<file path="config.mk">
export PLATFORM = sky130hd
export DESIGN_NAME = pic_top
export DESIGN_NICKNAME = d
export VERILOG_FILES = /design/src/core/pic_pkg.sv /design/src/core/pic_noise_filter.sv /design/src/core/pic_top.sv
export VERILOG_INCLUDE_DIRS = /design/src /design/src/core
export SDC_FILE = /design/constraint.sdc
export NUM_CORES = 1
export LEC_CHECK = 0
export ABC_AREA = 1
export ABC_CLOCK_PERIOD_IN_PS = 2400
export BUFFER_PORTS_ARGS = -buffer_cell sky130_fd_sc_hd__buf_4
export CELL_PAD_IN_SITES_DETAIL_PLACEMENT = 0
export CELL_PAD_IN_SITES_GLOBAL_PLACEMENT = 2
export CORE_AREA = 5 5 139 141
export DETAILED_ROUTE_END_ITERATION = 10
export DIE_AREA = 0 0 144 146
export PLACE_DENSITY_LB_ADDON = 0.1
export SLEW_MARGIN = 30
export SYNTH_ARGS = -nofsm -noshare
export SYNTH_HDL_FRONTEND = slang
export SYNTH_SLANG_ARGS = --single-unit
</file>
<file path="constraint.sdc">
create_clock -name clk -period 2.4 [get_ports clk]
set_input_delay 0.24 -clock clk [delete_from_list [all_inputs] [get_ports clk]]
set_output_delay 0.24 -clock clk [all_outputs]
set_load 0.05 [all_outputs]
</file>
<file path="src/core/pic_defs.svh">
`ifndef PIC_DEFS_SVH
`define PIC_DEFS_SVH

// ==========================================================
// Register indices (byte address is four times the index)
`define PIC_IDX_CMP_WORD   14'h0fde
`define PIC_IDX_CMP_LOW    14'h0fdf
`define PIC_IDX_IN_CTRL    14'h0fe0
`define PIC_IDX_NOISE      14'h0fe1
`define PIC_IDX_TIMER_CTRL 14'h0fe2
`define PIC_IDX_STATUS     14'h0fe3
`define PIC_IDX_MASK       14'h0fe4
`define PIC_IDX_COUNT      14'h0fe5

// ==========================================================
// Field positions in the timer control register
`define PIC_BIT_POSITION_COMPARE_ENABLE       0
`define PIC_BIT_CCIE       4
`define PIC_BIT_CCFLAG     5

// ==========================================================
// Reset values
`define PIC_RST_IN_CTRL    8'h00
`define PIC_RST_NOISE      6'h00
`define PIC_RST_CMP        16'hffff
`define PIC_RST_MASK       4'h0

// ==========================================================
// Timing: shortest filter counter width in bits
`define PIC_NOISE_MIN_BITS 32'd2

`endif

</file>
<file path="src/core/pic_pkg.sv">
package pic_pkg;

	typedef enum logic [1:0] {
		POL_STOP = 2'b00,
		POL_RISE = 2'b01,
		POL_FALL = 2'b10,
		POL_BOTH = 2'b11
	} pic_pol_e;

	typedef struct packed {
		pic_pol_e   polarity;
		logic [2:0] noiseEn;
		logic [2:0] edgeEn;
	} pic_in_ctrl_s;

	typedef struct packed {
		logic        write;
		logic [13:0] idx;
	} pic_bus_req_s;

endpackage

</file>
<file path="src/core/pic_noise_filter.sv">
`timescale 1ns/10ps
`default_nettype none
`include "pic_defs.svh"

module pic_noise_filter #(
	parameter int CNT_W = 5
) (
	input  wire logic       clk,
	input  wire logic       rst,
	input  wire logic       pinIn,
	input  wire logic       filterOn,
	input  wire logic [1:0] widthSel,
	output logic            pinOut
);

	logic [CNT_W-1:0] cnt_q;
	logic [CNT_W-1:0] cnt_d;
	logic             level_q;
	logic             level_d;
	logic [CNT_W-1:0] limit;

	// ==========================================================
	// Counter runs while the pin differs from the accepted level
	always_comb begin
		limit   = CNT_W'((32'd1 << (32'(widthSel) + `PIC_NOISE_MIN_BITS)) - 32'd1);
		cnt_d   = '0;
		level_d = level_q;
		if (!filterOn) begin
			level_d = pinIn;
		end else if (pinIn != level_q) begin
			if (cnt_q == limit) begin
				level_d = pinIn;
			end else begin
				cnt_d = cnt_q + CNT_W'(1);
			end
		end
	end

	always_ff @(posedge clk) begin
		if (rst) begin
			cnt_q   <= '0;
			level_q <= 1'b0;
		end else begin
			cnt_q   <= cnt_d;
			level_q <= level_d;
		end
	end

	assign pinOut = level_q;
endmodule
`default_nettype wire

</file>
<file path="src/core/pic_top.sv">
`timescale 1ns/10ps
`default_nettype none
`include "pic_defs.svh"

// Notes on behaviour
// - Detection fires only on the edge kind chosen by the polarity field.
// - Polarity 0 stops, 1 rising, 2 falling, 3 both; resets to 0.
// - Filter enable per pin routes it through the filter, else bypass.
// - Filter counter of 2 to 5 bits starts when the new level appears.
// - New level accepted only once the counter overflows; short pulses dropped.
// - Filtered pin gives no detection while the internal clock is stopped.
// - Each pin detects edges only while its edge enable bit is one.
// - Compare value equal to timer count clears the count to zero.
// - A match sets the compare-clear flag; enabled flag requests interrupt.
// - A freshly loaded value equal to the count waits for the next arrival.
// - Compare-clear interrupt is high only while flag and enable are one.
// - Writing zero clears the compare-clear flag; writing one keeps it.
module pic_top (
	input  wire logic        clk,
	input  wire logic        rst,
	input  wire logic        hsel,
	input  wire logic [31:0] haddr,
	input  wire logic [1:0]  htrans,
	input  wire logic        hwrite,
	input  wire logic [2:0]  hsize,
	input  wire logic [31:0] hwdata,
	input  wire logic        hready,
	output logic      [31:0] hrdata,
	output logic             hreadyout,
	output logic             hresp,
	input  wire logic [2:0]  positionInputPins,
	input  wire logic        clockStopped,
	input  wire logic        timerRun,
	output logic      [2:0]  posDetect,
	output logic      [15:0] timerCount,
	output logic             positionCompareEnable,
	output logic             compareClearIrq,
	output logic             irq
);

	// ==========================================================
	// Bus slave
	pic_pkg::pic_bus_req_s req_q;
	pic_pkg::pic_bus_req_s req_d;
	logic                  dph_q;
	logic                  dph_d;
	logic                  wrEn;
	logic                  rdEn;

	// Only word transfers are expected; hsize is not checked
	always_comb begin
		dph_d = hsel && hready && htrans[1];
		req_d = req_q;
		if (dph_d) begin
			req_d.write = hwrite;
			req_d.idx   = haddr[15:2];
		end
	end

	always_ff @(posedge clk) begin
		if (rst) begin
			dph_q <= 1'b0;
			req_q <= '0;
		end else begin
			dph_q <= dph_d;
			req_q <= req_d;
		end
	end

	assign wrEn      = dph_q && req_q.write;
	assign rdEn      = dph_q && !req_q.write;
	assign hreadyout = 1'b1;
	assign hresp     = 1'b0;

	function automatic logic hitIdx(input logic en, input logic [13:0] idx,
			input logic [13:0] want);
		hitIdx = en && (idx == want);
	endfunction

	// ==========================================================
	// Position inputs: synchroniser, filter, edge detection
	logic [2:0] sync1_q;
	logic [2:0] sync2_q;
	logic [2:0] filtLvl;
	logic [2:0] prevLvl_q;
	logic [2:0] prevLvl_d;
	logic [2:0] det_q;
	logic [2:0] det_d;
	logic [2:0] pinValid;
	logic [5:0] noise_q;
	logic [5:0] noise_d;
	pic_pkg::pic_in_ctrl_s inCtrl_q;
	pic_pkg::pic_in_ctrl_s inCtrl_d;

	function automatic logic edgeHit(input pic_pkg::pic_pol_e pol, input logic prev,
			input logic cur);
		case (pol)
			pic_pkg::POL_RISE: edgeHit = !prev && cur;
			pic_pkg::POL_FALL: edgeHit = prev && !cur;
			pic_pkg::POL_BOTH: edgeHit = prev != cur;
			default:           edgeHit = 1'b0;
		endcase
	endfunction

	genvar g;
	generate
		for (g = 0; g < 3; g++) begin : gPin
			pic_noise_filter #(
				.CNT_W(5)
			) uFilter (
				.clk     (clk),
				.rst     (rst),
				.pinIn   (sync2_q[g]),
				.filterOn(inCtrl_q.noiseEn[g]),
				.widthSel(noise_q[2*g+1 -: 2]),
				.pinOut  (filtLvl[g])
			);
			// Filter has no clock in stop modes, so its output is untrusted
			assign pinValid[g] = !(inCtrl_q.noiseEn[g] && clockStopped);
		end
	endgenerate

	always_comb begin
		prevLvl_d = prevLvl_q;
		det_d     = '0;
		for (int i = 0; i < 3; i++) begin
			if (pinValid[i]) begin
				prevLvl_d[i] = filtLvl[i];
				det_d[i] = inCtrl_q.edgeEn[i]
					&& edgeHit(inCtrl_q.polarity, prevLvl_q[i], filtLvl[i]);
			end
		end
	end

	always_ff @(posedge clk) begin
		if (rst) begin
			sync1_q   <= '0;
			sync2_q   <= '0;
			prevLvl_q <= '0;
			det_q     <= '0;
		end else begin
			sync1_q   <= positionInputPins;
			sync2_q   <= sync1_q;
			prevLvl_q <= prevLvl_d;
			det_q     <= det_d;
		end
	end

	assign posDetect = det_q;

	// ==========================================================
	// Compare-clear and timer count
	logic [15:0] cmpVal_q;
	logic [15:0] cmpVal_d;
	logic [15:0] count_q;
	logic [15:0] count_d;
	logic        armed_q;
	logic        armed_d;
	logic        ccFlag_q;
	logic        ccFlag_d;
	logic        ccIe_q;
	logic        ccIe_d;
	logic        position_compare_enable_q;
	logic        position_compare_enable_d;
	logic        match;
	logic        cmpLoad;

	assign match = armed_q && (count_q == cmpVal_q);

	always_comb begin
		cmpVal_d = cmpVal_q;
		inCtrl_d = inCtrl_q;
		noise_d  = noise_q;
		ccIe_d   = ccIe_q;
		position_compare_enable_d   = position_compare_enable_q;
		ccFlag_d = ccFlag_q;
		cmpLoad  = 1'b0;
		if (hitIdx(wrEn, req_q.idx, `PIC_IDX_CMP_WORD)) begin
			cmpVal_d = hwdata[15:0];
			cmpLoad  = 1'b1;
		end
		if (hitIdx(wrEn, req_q.idx, `PIC_IDX_CMP_LOW)) begin
			cmpVal_d[7:0] = hwdata[7:0];
			cmpLoad       = 1'b1;
		end
		if (hitIdx(wrEn, req_q.idx, `PIC_IDX_IN_CTRL)) begin
			inCtrl_d = pic_pkg::pic_in_ctrl_s'(hwdata[7:0]);
		end
		if (hitIdx(wrEn, req_q.idx, `PIC_IDX_NOISE)) begin
			noise_d = hwdata[5:0];
		end
		if (hitIdx(wrEn, req_q.idx, `PIC_IDX_TIMER_CTRL)) begin
			position_compare_enable_d = hwdata[`PIC_BIT_POSITION_COMPARE_ENABLE];
			ccIe_d = hwdata[`PIC_BIT_CCIE];
			if (!hwdata[`PIC_BIT_CCFLAG]) begin
				ccFlag_d = 1'b0;
			end
		end
		// Set wins over a clear in the same cycle
		if (match) begin
			ccFlag_d = 1'b1;
		end
		// Loading disarms, so an equal count at load time does not fire
		if (cmpLoad || match) begin
			armed_d = 1'b0;
		end else begin
			armed_d = armed_q || (count_q != cmpVal_q);
		end
		if (match) begin
			count_d = 16'h0000;
		end else if (timerRun) begin
			count_d = count_q + 16'h0001;
		end else begin
			count_d = count_q;
		end
	end

	always_ff @(posedge clk) begin
		if (rst) begin
			cmpVal_q <= `PIC_RST_CMP;
			inCtrl_q <= pic_pkg::pic_in_ctrl_s'(`PIC_RST_IN_CTRL);
			noise_q  <= `PIC_RST_NOISE;
			count_q  <= '0;
			armed_q  <= 1'b0;
			ccFlag_q <= 1'b0;
			ccIe_q   <= 1'b0;
			position_compare_enable_q   <= 1'b0;
		end else begin
			cmpVal_q <= cmpVal_d;
			inCtrl_q <= inCtrl_d;
			noise_q  <= noise_d;
			count_q  <= count_d;
			armed_q  <= armed_d;
			ccFlag_q <= ccFlag_d;
			ccIe_q   <= ccIe_d;
			position_compare_enable_q   <= position_compare_enable_d;
		end
	end

	assign timerCount            = count_q;
	assign positionCompareEnable = position_compare_enable_q;
	assign compareClearIrq       = ccFlag_q && ccIe_q;

	// ==========================================================
	// Interrupt status and mask
	logic [3:0] status_q;
	logic [3:0] status_d;
	logic [3:0] mask_q;
	logic [3:0] mask_d;

	always_comb begin
		status_d = status_q;
		mask_d   = mask_q;
		if (hitIdx(rdEn, req_q.idx, `PIC_IDX_STATUS)) begin
			status_d = '0;
		end
		status_d = status_d | {det_d, match};
		if (hitIdx(wrEn, req_q.idx, `PIC_IDX_MASK)) begin
			mask_d = hwdata[3:0];
		end
	end

	always_ff @(posedge clk) begin
		if (rst) begin
			status_q <= '0;
			mask_q   <= `PIC_RST_MASK;
		end else begin
			status_q <= status_d;
			mask_q   <= mask_d;
		end
	end

	assign irq = |(status_q & mask_q);

	// ==========================================================
	// Read data, driven in the data phase from register state
	always_comb begin
		hrdata = '0;
		if (rdEn) begin
			case (req_q.idx)
				`PIC_IDX_CMP_WORD:   hrdata[15:0] = cmpVal_q;
				`PIC_IDX_CMP_LOW:    hrdata[7:0]  = cmpVal_q[7:0];
				`PIC_IDX_IN_CTRL:    hrdata[7:0]  = inCtrl_q;
				`PIC_IDX_NOISE:      hrdata[5:0]  = noise_q;
				`PIC_IDX_TIMER_CTRL: begin
					hrdata[`PIC_BIT_POSITION_COMPARE_ENABLE]   = position_compare_enable_q;
					hrdata[`PIC_BIT_CCIE]   = ccIe_q;
					hrdata[`PIC_BIT_CCFLAG] = ccFlag_q;
				end
				`PIC_IDX_STATUS:     hrdata[3:0]  = status_q;
				`PIC_IDX_MASK:       hrdata[3:0]  = mask_q;
				`PIC_IDX_COUNT:      hrdata[15:0] = count_q;
				default:             hrdata = '0;
			endcase
		end
	end
endmodule
`default_nettype wire

</file>
# Yosys cells after proc, flatten, opt, wreduce, memory -nomap -nowiden

Cells that the tools add are included.

Add/subtract/negate cells: 10
Equal/unequal tests: 29
Shifts and indexed selects: 3
Muxes and demuxes: 32
Bitwise gates (word level): 8
Reductions and logical operators: 47

Operators by type and width:

| cell                                                                | count |
|---|---|
| 14-bit by 12-bit == test with 1-bit output (second input constant)  | 8 |
| 1-bit by 32-bit left shift with 5-bit output (first input constant) | 3 |
| 1-bit logical AND                                                   | 25 |
| 1-bit two-way mux                                                   | 20 |
| 3-bit case mux with 6 select lines                                  | 1 |
| 16-bit by 1-bit adder with 16-bit output (second input constant)    | 1 |
| 16-bit == test                                                      | 1 |
| 16-bit two-way mux                                                  | 1 |
| 8-bit two-way mux                                                   | 2 |
| 16-bit != test                                                      | 1 |
| 8-bit case mux with 2 select lines                                  | 1 |
| 4-bit OR reduction                                                  | 4 |
| 5-bit by 1-bit adder with 5-bit output (second input constant)      | 3 |
| 5-bit == test                                                       | 3 |
| 5-bit by 1-bit subtractor with 5-bit output (second input constant) | 3 |
| 2-bit by 1-bit != test with 1-bit output (second input constant)    | 7 |
| 2-bit case mux with 5 select lines                                  | 1 |
| 2-bit by 2-bit adder with 3-bit output (second input constant)      | 3 |
| 1-bit case mux with 3 select lines                                  | 3 |
| 2-bit AND reduction                                                 | 4 |
| 1-bit logical NOT                                                   | 7 |
| 1-bit case mux with 7 select lines                                  | 1 |
| 1-bit != test                                                       | 6 |
| 1-bit NOT                                                           | 6 |
| 9 further kinds                                                     | 14 |

Flip-flop bits (word level): 104
Bits of input ports: 79
Output and inout port bits: 56
Logic and storage cells: 157

# Depth between registers and ports, before layout

Gate-level depths: netlist (run 1).

Depth after elaboration: 7
Gate-level depth with buffers: 11
Mapped depth without buffers: 10

# Cells and area by module

Synthesis (run 1) repeated with hierarchy kept, for this count alone.

Cells, all modules: 765
Area total of the unflattened synthesis: 5,335.1 sq um

By module, submodules not included:

| module           | times used | cells each | area an instance (sq um) | sequential area each (sq um) |
|---|---|---|---|---|
| pic_top          | 1          | 645        | 4,411.7                  | 1,721.7 |
| pic_noise_filter | 3          | 40         | 307.8                    | 120.1 |

# Least setup slack after synthesis (run 1)

OpenSTA, ideal clock, no wires.

Kind: reg-to-output
Start point: register req_q[9] (netlist bit)
End point: output hrdata[13]
Arrival: 1.911 ns
Data required time: 2.160 ns
Path slack: 0.249 ns
Cell stages (with the launch flop): 8
Buffers on the path: 1
Cells stage by stage: dfxtp_1 -> nand2_1 -> inv_1 -> nand3_2 -> nor3_4 -> buf_4 -> nand2_1 -> a21oi_1

Longest elaborated chain between the ends: 3
Elaborated cells between the ends (all ways): 4
Those cells by class: 2 x eq/ne; 2 x mux

Ends and longest elaborated chain:

| what                                       | RTL line       | source |
|---|---|---|
| start, declared                            | pic_top.sv:43  | `pic_pkg::pic_bus_req_s req_q;` |
| start signal, assigned                     | pic_top.sv:66  | `req_q <= req_d;` |
| 14-bit by 12-bit == test with 1-bit output | pic_top.sv:280 | `case (req_q.idx)` |
| 8-bit case mux with 2 select lines (*)     | pic_top.sv:280 |  |
| 16-bit two-way mux (*)                     | pic_top.sv:279 | `if (rdEn) begin` |
| end, declared                              | pic_top.sv:28  | `output logic [31:0] hrdata,` |

Every way passes the cells marked *; elsewhere a longest branch is shown, timed or not.

# Worst setup path in the final report (run 1)

Start point: register req_q[0] (netlist bit)
End point: output hrdata[3]

Longest elaborated chain between the ends: 4
Elaborated cells between the ends (all ways): 10
Those cells by class: 7 x eq/ne; 2 x mux; 1 x reduce/logical

Ends and longest elaborated chain:

| what                                       | RTL line |
|---|---|
| 14-bit by 12-bit == test with 1-bit output | pic_top.sv:280 |
| 2-bit OR reduction (no source line)        | - |
| 3-bit case mux with 6 select lines (*)     | pic_top.sv:280 |
| 16-bit two-way mux (*)                     | pic_top.sv:279 |

Marked as above.

==> results by group, run 1 <==
Floorplanning
  • Initial core utilization: 30.4%
  • Row count: 49
  • Die area: 0.0210 mm2
  • Core area: 0.0178 mm2
  • Die height: 146 um
  • I/O pins: 135
  • DIE WIDTH: 144 um

Timing
  • Max-slew violations: 0
  • Fin crit period: 2.25 ns
  • Final hold vios: 0
  • Setup violations, final: 0
  • Max Clock Freq: 0.445 GHz
  • Worst Tran Pin Value: 0.630 ns
  • Slew headroom: 57.7%
  • Clock Skew: 0.00762 ns
  • Final worst path period share: 93.6%

Logic synthesis
  • Post-synth top area share: 38.4%
  • Sequential share of the synthesized area: 38.4%
  • Post-synthesis cell type count: 36
  • Post-synthesis register bit count: 104
  • Mapped cell area: 0.00542 mm2
  • Synth Warn #: 0
  • Top cells by area, synth: dfxtp_1 38%, nand2_1 11%, nor2_1 6.6%
  • Post-Syn Area per Cell: 7.12 um2
  • Post-Synthesis Cells: 761
  • Synth area leader: dfxtp_1

Final layout
  • N_diodes: 0
  • Nets: 935
  • Area grow syn2layout: 22.6%
  • Fraction of layout cells with a size suffix above 1: 19.3%
  • Final Util: 37.2%
  • Most frequent cells in the layout: 148 x nand2_1, 102 x dfxtp_1, 87 x inv_1, 86 x buf_4, 85 x nor2_1
  • Leading cell type in the layout, fill and taps excluded: nand2_1
  • Fill count: 1949
  • Register area: 0.00208 mm2
  • Multi-input logic area: 0.00285 mm2

Setup path
  • Critical setup path kind: reg -> out
  • CP Cell Sequence: buf_6 -> nor2_4 -> nand2_2 -> nor2_4 -> buf_4 -> nand3_1 -> nand2_1 -> inv_1 -> nand2_1 -> nor2_1 -> nor2_2 -> buf_6
  • Critical-path top delay cell: dfxtp_1
  • Arr. time, crit path: 2.01 ns
  • Startpoint Class: flip-flop
  • Worst Path Max Fanout: 7
  • CP max stage delay: 0.33 ns
  • Data required time of the worst path: 2.16 ns
  • CP Capture Type: output pin

Pwr
  • Power per cell area: 523 mW/mm2
  • Maximum VDD drop: 338 uV
  • Total Power: 3.47 mW
  • Reported leakage power: 2.93 nW

CTS
  • H-tree depth: 3
  • Root Buffer: clkbuf_16
  • Sink Count: 104
  • Clock transition at path regs: 0.07 ns
  • TritonCTS clock tree: built
  • Skew-Pair Late Insertion Delay: 0.36 ns
  • Clock Path Buffers: 2
  • Total CTS buffers: 9

Place
  • DP HPWL: 12100 um
  • PortBufs: 78
  • Gpl congestion: 0.786

Global route
  • Largest net degree at the start of global routing: 32
  • GRT overflow: 0
  • Total global-route track usage: 14.9%
  • First-pass GRT wire length: 24900 um
  • Vias in the first global route: 4737
  • Initial antenna violation count: 0

Drt
  • Drt first pass iters: 4
  • Initial DRC count: 179
  • Via count: 4896
  • Post-DRT Antenna Nets: 0
  • Via count normalized by instance count: 4.53
  • Drt drc: 0
  • Routed WL: 15300 um
  • Wire per inst: 14.2 um

Run status
  • Status: complete, no violations

Hold path
  • HP Class: in -> reg

Job
  • Max_cap viols: 0
[cell families after synthesis]
kind of cell / synth area share, %
AO/OA/AOI/OAI: 11.6
XOR/XNOR: 6.30
adder cells (fa/ha/maj): 2.31
buffers and inverters: 11.4
flip-flops: 38.4
other: 0.139
AND/OR/NAND/NOR: 29.8
[report_power, final]
group          total, mW  leakage, nW  internal, mW  switching (mW)
logic              0.257         1.95        0.0819           0.175
registers           1.77        0.843          1.75          0.0219
clock network       1.44        0.137         0.742           0.703
[repair_timing]
action | 4_1_cts | 5_1_grt
endpoints found under the setup margin | 8 | 13
gates resized for setup | 3 | 28
setup buffers | 4 | 4
hold buffers | 0 | 0
pin swaps | 3 | 6
[registers in the layout (all words and copies together) (netlist names)]
name / cells
ccIe_q: 1
ccFlag_q: 1
status_q: 4
mask_q: 4
posDetect: 3
req_q: 15
inCtrl_q: 8
gPin.uFilter.pinOut: 3
sync2_q: 3
noise_q: 6
gPin.uFilter.cnt_q: 15
positionCompareEnable: 1
armed_q: 1
sync1_q: 3
cmpVal_q: 16
timerCount: 16
dph_q: 1
prevLvl_q: 3
[path summary, 6_finish.rpt]
kind / slack, ns / to / depth (start not counted) / start
worst min register to register: 0.41 / sync2_q[0] / 2 / sync1_q[0]
worst max register to register: 0.48 / timerCount[7] / 9 / timerCount[6]
worst min-delay path: 0.08 / sync1_q[2] / 3 / positionInputPins[2]
worst max-delay path: 0.15 / hrdata[3] / 12 / req_q[0]
[per-stage QoR]
step           instances  instance area [um2]  setup slack [ns]  hold WS [ns]  setup TNS [ns]
3_5_place_dp        1056                 6160             0.246         0.397               0
4_1_cts             1076                 6510          -0.00183        0.0737        -0.00183
5_1_grt             1080                 6640         -0.000484        0.0835       -0.000484
3_3_place_gp        1056                 6160             0.219         0.395               0
6_report            1080                 6640             0.154        0.0834               0
2_1_floorplan        777                 5480             0.249         0.347               0
[cells in the mapped netlist]
cell	count
o21ai_2	2
nor3_4	1
nand4_1	9
dfxtp_1	104
nand3_1	66
nor2_2	6
nand3b_1	1
buf_8	1
xor2_1	30
o21ai_0	44
nor2_4	5
buf_4	22
nor2_1	95
or2_2	1
xnor2_1	9
nand2_4	4
nand2_1	154
o211ai_1	11
nor3_1	7
nand3_2	1
inv_1	89
nand4_2	1
a21oi_2	2
conb_1	2
clkbuf_2	1
nor2_8	2
clkbuf_1	7
buf_6	3
buf_2	4
nor4_1	1
a21oi_1	56
inv_2	4
ha_1	10
o22ai_1	2
buf_1	1
nand2_2	3
[worst max-delay path: cells and delay by family, from the launching register on]
kind,cells,cell delay (ns)
simple gates,8,0.81
buf+inv,4,0.49
flops,1,0.33
[layout make-up]
| cell class | count | area share, % |
|---|---|---|
| multi-input combinational | 541 | 42.8 |
| sequential | 104 | 31.4 |
| timing repair buffer | 97 | 12.0 |
| inverter | 93 | 5.26 |
| tap | 229 | 4.31 |
| clock buffer | 11 | 3.65 |
| clock inverter | 5 | 0.584 |
[layer usage]
layer	up-vias	wire [um]	track usage, %
met4	0	112	2.82
met1	2243	7230	20.0
met5	-	0	0
met2	76	7340	24.7
met3	9	658	3.48
li1	2568	-	-
(Power assumes the default switching activity.)
==> run 2, diff against run 1 <==
CORE_AREA = 5 5 138 140   (was 5 5 139 141)
DIE_AREA = 0 0 143 145   (was 0 0 144 146)
SYNTH_HIERARCHICAL = 1   (was not set)
==> run 2 against run 1 <==
- via count is 1.1% lower
- sequential cell count unchanged
- total power is 5.7% higher
- sequential power about the same
- core utilization shrank 0.22 points
- worst setup slack got worse by 0.013 ns
- sequential share of layout area up 0.44 points
- combinational power hardly changed
- final cell count is the same
- wire length decreased by 0.65%
- count of clock-buffer cells in the layout decreased by 2
- critical endpoint is now hrdata[4]
- highest routed layer unchanged
==> results by group, run 2 <==
Place
  • PortBufs: 78 (unchanged)
  • DP HPWL: 11800 um (-2.0%)
  • Area of placed instances: 0.00610 mm2 (-1.1%)
  • Gpl congestion: 0.805 (+2.4%)

Logic synthesis
  • Post-synthesis cell type count: 32 (-11%)
  • Mux cell area share after synthesis: 0.188% (+0.19 points)
  • Synth area leader: dfxtp_1
  • Ys async rst share: 0% (unchanged)
  • Top-count cell post-synth: nand2_1
  • Top cells by area, synth: dfxtp_1 39%, nand2_1 12%, nor2_1 6.8%
  • Post-synthesis register bit count: 104 (unchanged)
  • EDFF count, synth: 0 (unchanged)
  • Largest family of logic cells by synthesized area: simple AND/OR/NAND/NOR gates
  • Simple-gate portion of the synthesized area: 30.4% (+0.60 points)
  • Most frequent cells after synthesis: 167 x nand2_1, 104 x dfxtp_1, 97 x nor2_1
  • Mapped cell area: 0.00534 mm2 (-1.5%)
  • Post-Syn Area per Cell: 6.97 um2 (-2.0%)
  • Compound-Gate Fraction of Synth Area: 10.7% (-0.97 points)
  • Post-synth top area share: 39.0% (+0.59 points)
  • Synth Warn #: 6 (+6)
  • Post-synthesis adder-cell area fraction: 2.35% (+0.036 points)
  • Synth Flop Type: dfxtp_1
  • Sequential share of the synthesized area: 39.0% (+0.59 points)
  • Post-Synthesis Cells: 765 (+0.53%)
  • Synth Area in XOR/XNOR: 5.91% (-0.39 points)

Floorplanning
  • Core area: 0.0177 mm2 (-0.69%)
  • DIE WIDTH: 143 um (-0.69%)
  • Initial core utilization: 30.1% (-0.26 points)
  • Die height: 145 um (-0.68%)
  • Die area: 0.0207 mm2 (-1.4%)
  • I/O pins: 135 (unchanged)
  • Row count: 49 (unchanged)

Timing
  • Slew headroom: 65.0% (+7.3 points)
  • Worst Tran Pin Value: 0.524 ns (-0.106 ns)
  • Fin crit period: 2.26 ns (+0.0126 ns)
  • Clock Skew: 0.00884 ns (+0.00122 ns)
  • Final worst path period share: 94.1% (+0.52 points)
  • RSZ-0062 raised after global routing: false
  • WHS: 0.0831 ns (-0.000354 ns)
  • Max-slew violations: 0 (unchanged)
  • Max Clock Freq: 0.443 GHz (-0.56%)
  • Setup violations, final: 0 (unchanged)
  • Final hold vios: 0 (unchanged)
  • TNS Setup: 0 ns (unchanged)

Drt
  • Post-DRT Antenna Nets: 0 (unchanged)
  • Drt first pass iters: 4 (unchanged)
  • Initial DRC count: 235 (+31%)
  • Wire per inst: 14.1 um (-0.65%)
  • Via count: 4843 (-1.1%)
  • Via count normalized by instance count: 4.48 (-1.1%)
  • Drt drc: 0 (unchanged)
  • Routed WL: 15200 um (-0.65%)

CTS
  • TritonCTS clock tree: built
  • Sink Count: 104 (unchanged)
  • Clock Path Buffers: 2 (unchanged)
  • Clock transition at path regs: 0.07 ns (about the same)
  • Total CTS buffers: 9 (unchanged)
  • Root Buffer: clkbuf_16
  • H-tree depth: 3 (unchanged)
  • Skew-Pair Late Insertion Delay: 0.35 ns (about the same)
  • Post-CTS Hold Buffers: 0 (unchanged)

Job
  • Max_cap viols: 0 (unchanged)

Final layout
  • N_diodes: 0 (unchanged)
  • Fraction of layout cells with a size suffix above 1: 18.3% (-0.94 points)
  • Fill count: 1929 (-1.0%)
  • Final Util: 37.0% (-0.22 points)
  • Most frequent cells in the layout: 163 x nand2_1, 100 x dfxtp_1, 91 x inv_1, 83 x nor2_1, 82 x buf_4
  • Design area: 0.00656 mm2 (-1.3%)
  • Area grow syn2layout: 22.9%
  • Nets: 935 (unchanged)
  • Leading cell type in the layout, fill and taps excluded: nand2_1

Setup path
  • Worst R2R Path Depth: 8 (-1)
  • CP max stage delay: 0.32 ns (about the same)
  • CP Cell Sequence: nor2_2 -> nand2_1 -> nor2_4 -> buf_6 -> nand2_1 -> nand2_1 -> nor2_1 -> nand3_1 -> nand2_1 -> nor2_2 -> buf_6
  • Critical-path top delay cell: dfxtp_1
  • Arr. time, crit path: 2.02 ns (about the same)
  • CP Capture Type: output pin
  • FF-to-FF End: noise_q[0]
  • Worst Path Max Fanout: 5 (-2)
  • Critical setup path kind: reg -> out
  • Critical R2R Launch: req_q[12]
  • CP most frequent cell: nand2_1
  • R2R setup slack: 0.53 ns (+0.05 ns)
  • Data required time of the worst path: 2.16 ns (about the same)
  • Startpoint Class: flip-flop

Global route
  • Initial antenna violation count: 0 (unchanged)
  • GRT overflow: 0 (unchanged)
  • Vias in the first global route: 4843 (+2.2%)
  • Largest net degree at the start of global routing: 32 (unchanged)
  • First-pass GRT wire length: 24600 um (-1.4%)
  • Total global-route track usage: 14.7% (-0.21 points)

Hold path
  • HP Class: in -> reg
  • Hold path cells: 3 (unchanged)
  • Worst Hold End: sync1_q[1]
  • Min-delay src: positionInputPins[1]

Pwr
  • Maximum VDD drop: 342 uV (+1.2%)
  • Reported leakage power: 2.86 nW (-2.2%)
  • Power per cell area: 559 mW/mm2 (+7.0%)
  • Total Power: 3.67 mW (+5.7%)

Run status
  • Status: complete, no violations
run 2: cell type report:
cell class              count  area, um2  share of cell area (%)
inverters                  98        368                    5.61
flip-flops and latches    104       2090                    31.8
well taps                 229        287                    4.37
clock inverters             7        104                    1.58
repair buffers             90        706                    10.8
clock buffers               9        225                    3.43
multi-input cells         543       2780                    42.4
run 2: logic make-up (layout without fill, tap and decap cells):
family	Yosys count	after routing
AOI/OAI and AO/OA	108	108
xor gates and xnor gates	36	36
adders and majority gates	10	10
buffers and inverters	135	204
DFF	104	104
muxes	1	1
other	2	18
and+or+nand+nor	369	370
run 2: report_power, final:
| group | internal (mW) | total (mW) | switching [mW] |
|---|---|---|---|
| logic | 0.0828 | 0.255 | 0.173 |
| registers | 1.75 | 1.77 | 0.0209 |
| clock network | 0.930 | 1.64 | 0.713 |
run 2: routing by layer:
metal	share of wire, %	wire, um	track usage (%)
met5	0	0	0
met4	1.3	200	4.66
met3	4.3	660	2.17
met2	48	7330	24.9
met1	46	7060	19.3
run 2: worst max-delay path by stage:
stage	from	endpoint	slack (ns)
floorplan	req_q[12]	hrdata[0]	0.24
global placement	req_q[12]	hrdata[5]	0.36
detailed placement	req_q[12]	hrdata[4]	0.37
CTS	req_q[7]	hrdata[4]	0.003
global route	req_q[5]	hrdata[4]	0.002
finish	req_q[12]	hrdata[4]	0.14
run 2: stage by stage:
stage	std cells	setup slack, ns
floorplan	781	0.236
global placement	1060	0.364
detailed placement	1060	0.368
CTS	1076	0.00299
global route	1080	0.00182
finish	1080	0.141
run 2: worst max-delay path: cells and delay by family, from the launching register on:
family / cells / cell delay (ns)
flops: 1 / 0.32
simple gates: 9 / 1.03
buf+inv: 2 / 0.31
run 2: repair_timing:
item                                    in CTS  in global routing
hold endpoints to repair                     0                  0
endpoints found under the setup margin       4                 16
buffers inserted                             0                  3
pin swaps                                    0                  3
gates cloned                                 0                  1
gates resized for setup                      4                 31
==> run 3, diff against run 2 <==
ABC_CLOCK_PERIOD_IN_PS = 2600   (was 2400)
CORE_AREA = 2 2 135 137   (was 5 5 138 140)
DIE_AREA = 0 0 137 139   (was 0 0 143 145)
PLACE_DENSITY = 0.93   (was not set)
PLACE_DENSITY_LB_ADDON = not set   (was 0.1)
clock period = 2.6 ns   (was 2.4 ns; I/O delays follow)
==> run 3 against run 2 <==
- total power is 13% lower
- register-to-register slack better by 0.02 ns
- wire length is 11% lower
- hold slack better by 0.018 ns
- clock power is 19% lower
- count of clock-buffer cells in the layout stayed put
- die area is 8.2% lower
- critical endpoint is now hrdata[5]
- largest cell class unchanged
- highest routed layer unchanged
==> results by group, run 3 (synthesis gave the netlist of run 2 again) <==
Timing
  • Fin crit period: 2.42 ns
  • Max-slew violations: 0 (unchanged)
  • Setup violations, final: 0 (unchanged)
  • Clock Skew: 0.0117 ns (+0.00287 ns)
  • Final worst path period share: 93.2%
  • Worst Tran Pin Value: 0.611 ns (+0.0871 ns)
  • TNS Setup: 0 ns (unchanged)
  • Final hold vios: 0 (unchanged)
  • Slew headroom: 59.2% (-5.9 points)
  • Max Clock Freq: 0.413 GHz
  • RSZ-0062 raised after global routing: false

Drt
  • Wire per inst: 12.6 um (-11%)
  • Via count: 4768 (-1.5%)
  • Drt drc: 0 (unchanged)
  • Post-DRT Antenna Nets: 0 (unchanged)
  • Via count normalized by instance count: 4.43 (-1.3%)
  • Routed WL: 13500 um (-11%)
  • Drt first pass iters: 5 (+1)
  • Initial DRC count: 261 (+11%)

Setup path
  • CP max stage delay: 0.31 ns (about the same)
  • Critical setup path kind: reg -> out
  • Startpoint Class: flip-flop
  • Crit path buf inv count: 3 (+1)
  • CP most frequent cell: nand2_1
  • CP Capture Type: output pin
  • Cell family with most CP delay: simple AND/OR/NAND/NOR gates
  • Data required time of the worst path: 2.34 ns (+0.18 ns)
  • Critical-path top delay cell: dfxtp_1
  • Worst Path Max Fanout: 15 (+10)
  • CP Cell Sequence: nor2_1 -> nand2_1 -> nor2_4 -> buf_4 -> nand2_1 -> inv_1 -> nand2_1 -> nand2_1 -> nor2_1 -> nor2_1 -> buf_6
  • Arr. time, crit path: 2.16 ns (+0.14 ns)

Pwr
  • Power per cell area: 497 mW/mm2 (-11%)
  • Reported leakage power: 2.81 nW (-1.9%)
  • Maximum VDD drop: 338 uV (-1.0%)

Global route
  • Grt peak-use layer: met2
  • Total global-route track usage: 14.7% (-0.060 points)
  • Vias in the first global route: 4441 (-8.3%)
  • Initial antenna violation count: 0 (unchanged)
  • GR Layer Usage met2: 23.8% (-1.0 points)
  • First-pass GRT wire length: 22100 um (-10%)
  • Met1 Use GR: 19.5% (+0.22 points)
  • Largest net degree at the start of global routing: 51 (+59%)
  • Met3 Usage GRT: 3.40% (+1.2 points)
  • GRT overflow: 0 (unchanged)

Place
  • Cells after DPL: 1058 (-0.19%)
  • PortBufs: 78 (unchanged)
  • Gpl congestion: 0.824 (+2.4%)
  • DP HPWL: 10400 um (-13%)

CTS
  • Clock Path Buffers: 2 (unchanged)
  • Skew-Pair Late Insertion Delay: 0.36 ns (about the same)
  • Total CTS buffers: 9 (unchanged)
  • Clock transition at path regs: 0.07 ns (about the same)
  • TritonCTS clock tree: built
  • H-tree depth: 3 (unchanged)
  • Post-CTS Hold Buffers: 0 (unchanged)
  • Sink Count: 104 (unchanged)
  • Root Buffer: clkbuf_16

Hold path
  • HP Class: in -> reg

Floorplanning
  • I/O pins: 135 (unchanged)
  • Die height: 139 um (-4.1%)
  • Die area: 0.0190 mm2 (-8.2%)
  • Initial core utilization: 30.2% (+0.10 points)
  • Row count: 49 (unchanged)
  • DIE WIDTH: 137 um (-4.2%)
  • Core area: 0.0177 mm2 (-0.35%)

Final layout
  • Post-Layout Cell Count: 1077 (-0.28%)
  • Nets: 932 (-0.32%)
  • Area grow syn2layout: 20.1%
  • N_diodes: 0 (unchanged)
  • Leading cell type in the layout, fill and taps excluded: nand2_1
  • Most frequent cells in the layout: 167 x nand2_1, 104 x dfxtp_1, 94 x nor2_1, 91 x inv_1, 87 x buf_4
  • Fraction of layout cells with a size suffix above 1: 15.7% (-2.6 points)

Job
  • Max_cap viols: 0 (unchanged)

Run status
  • Status: complete, no violations
[run 3: cell types whose count changed in the layout (fill, tap and decap cells not counted), sizes merged]
cell / previous run / this run
bufinv: 2 / 0
inv: 98 / 99
nor2: 105 / 104
buf: 90 / 88
clkinv: 4 / 6
clkinvlp: 1 / 0
[run 3: cell type report]
type                       instances  area [um2]
multi-input combinational        542        2720
tap                              229         287
clock buffer                       9         225
inverter                          98         368
sequential                       104        2080
clock inverter                     7        62.6
fill                            1935       11200
timing repair buffer              88         664
[run 3: path summary, 6_finish.rpt]
check                        from            end  slack [ns]  cells past startpoint
max                     req_q[12]      hrdata[5]        0.18                     11
min          positionInputPins[2]     sync1_q[2]        0.10                      3
max reg2reg         timerCount[3]  timerCount[0]        0.55                      9
min reg2reg            sync1_q[0]     sync2_q[0]        0.40                      2
[run 3: report_power, final]
group / internal (mW) / total [mW] / switching (mW)
registers: 1.61 / 1.63 / 0.0205
logic: 0.0712 / 0.224 / 0.152
clock network: 0.670 / 1.33 / 0.656
total: 2.36 / 3.19 / 0.829
[run 3: worst register-to-register path: stages (launching register included)]
cell	delay (ns)
dfxtp_1	0.48
inv_1	0.13
nand2_1	0.08
nand2_1	0.05
nor2_1	0.10
nand2_1	0.07
nor2_1	0.15
nand3_1	0.24
nand2_1	0.54
nor2_1	0.08
[run 3: per-stage QoR]
step                      power (mW)  utilization [%]  hold slack (ns)  setup slack [ns]  cell area [um2]
after CTS                       3.23             36.1           0.0890            0.0734             6370
after global placement          1.90             34.4            0.393             0.463             6080
after detailed placement        1.90             34.4            0.393             0.473             6080
final                           3.19             36.3            0.101             0.177             6410
after floorplan                 1.84                -            0.367             0.417             5400
after global routing            3.31             36.3            0.108           0.00266             6410
[run 3: layer usage]
metal	vias to the layer above	routed length, um	part of all wire, %
met1	2108	6540	48
li1	2559	-	-
met4	0	242	1.8
met3	18	455	3.4
met5	-	0	0
met2	83	6290	46
[run 3: timing repair]
item / in CTS / in global routing
setup buffers: 0 / 3
setup endpoints to repair: 0 / 12
gates resized for setup: 0 / 5
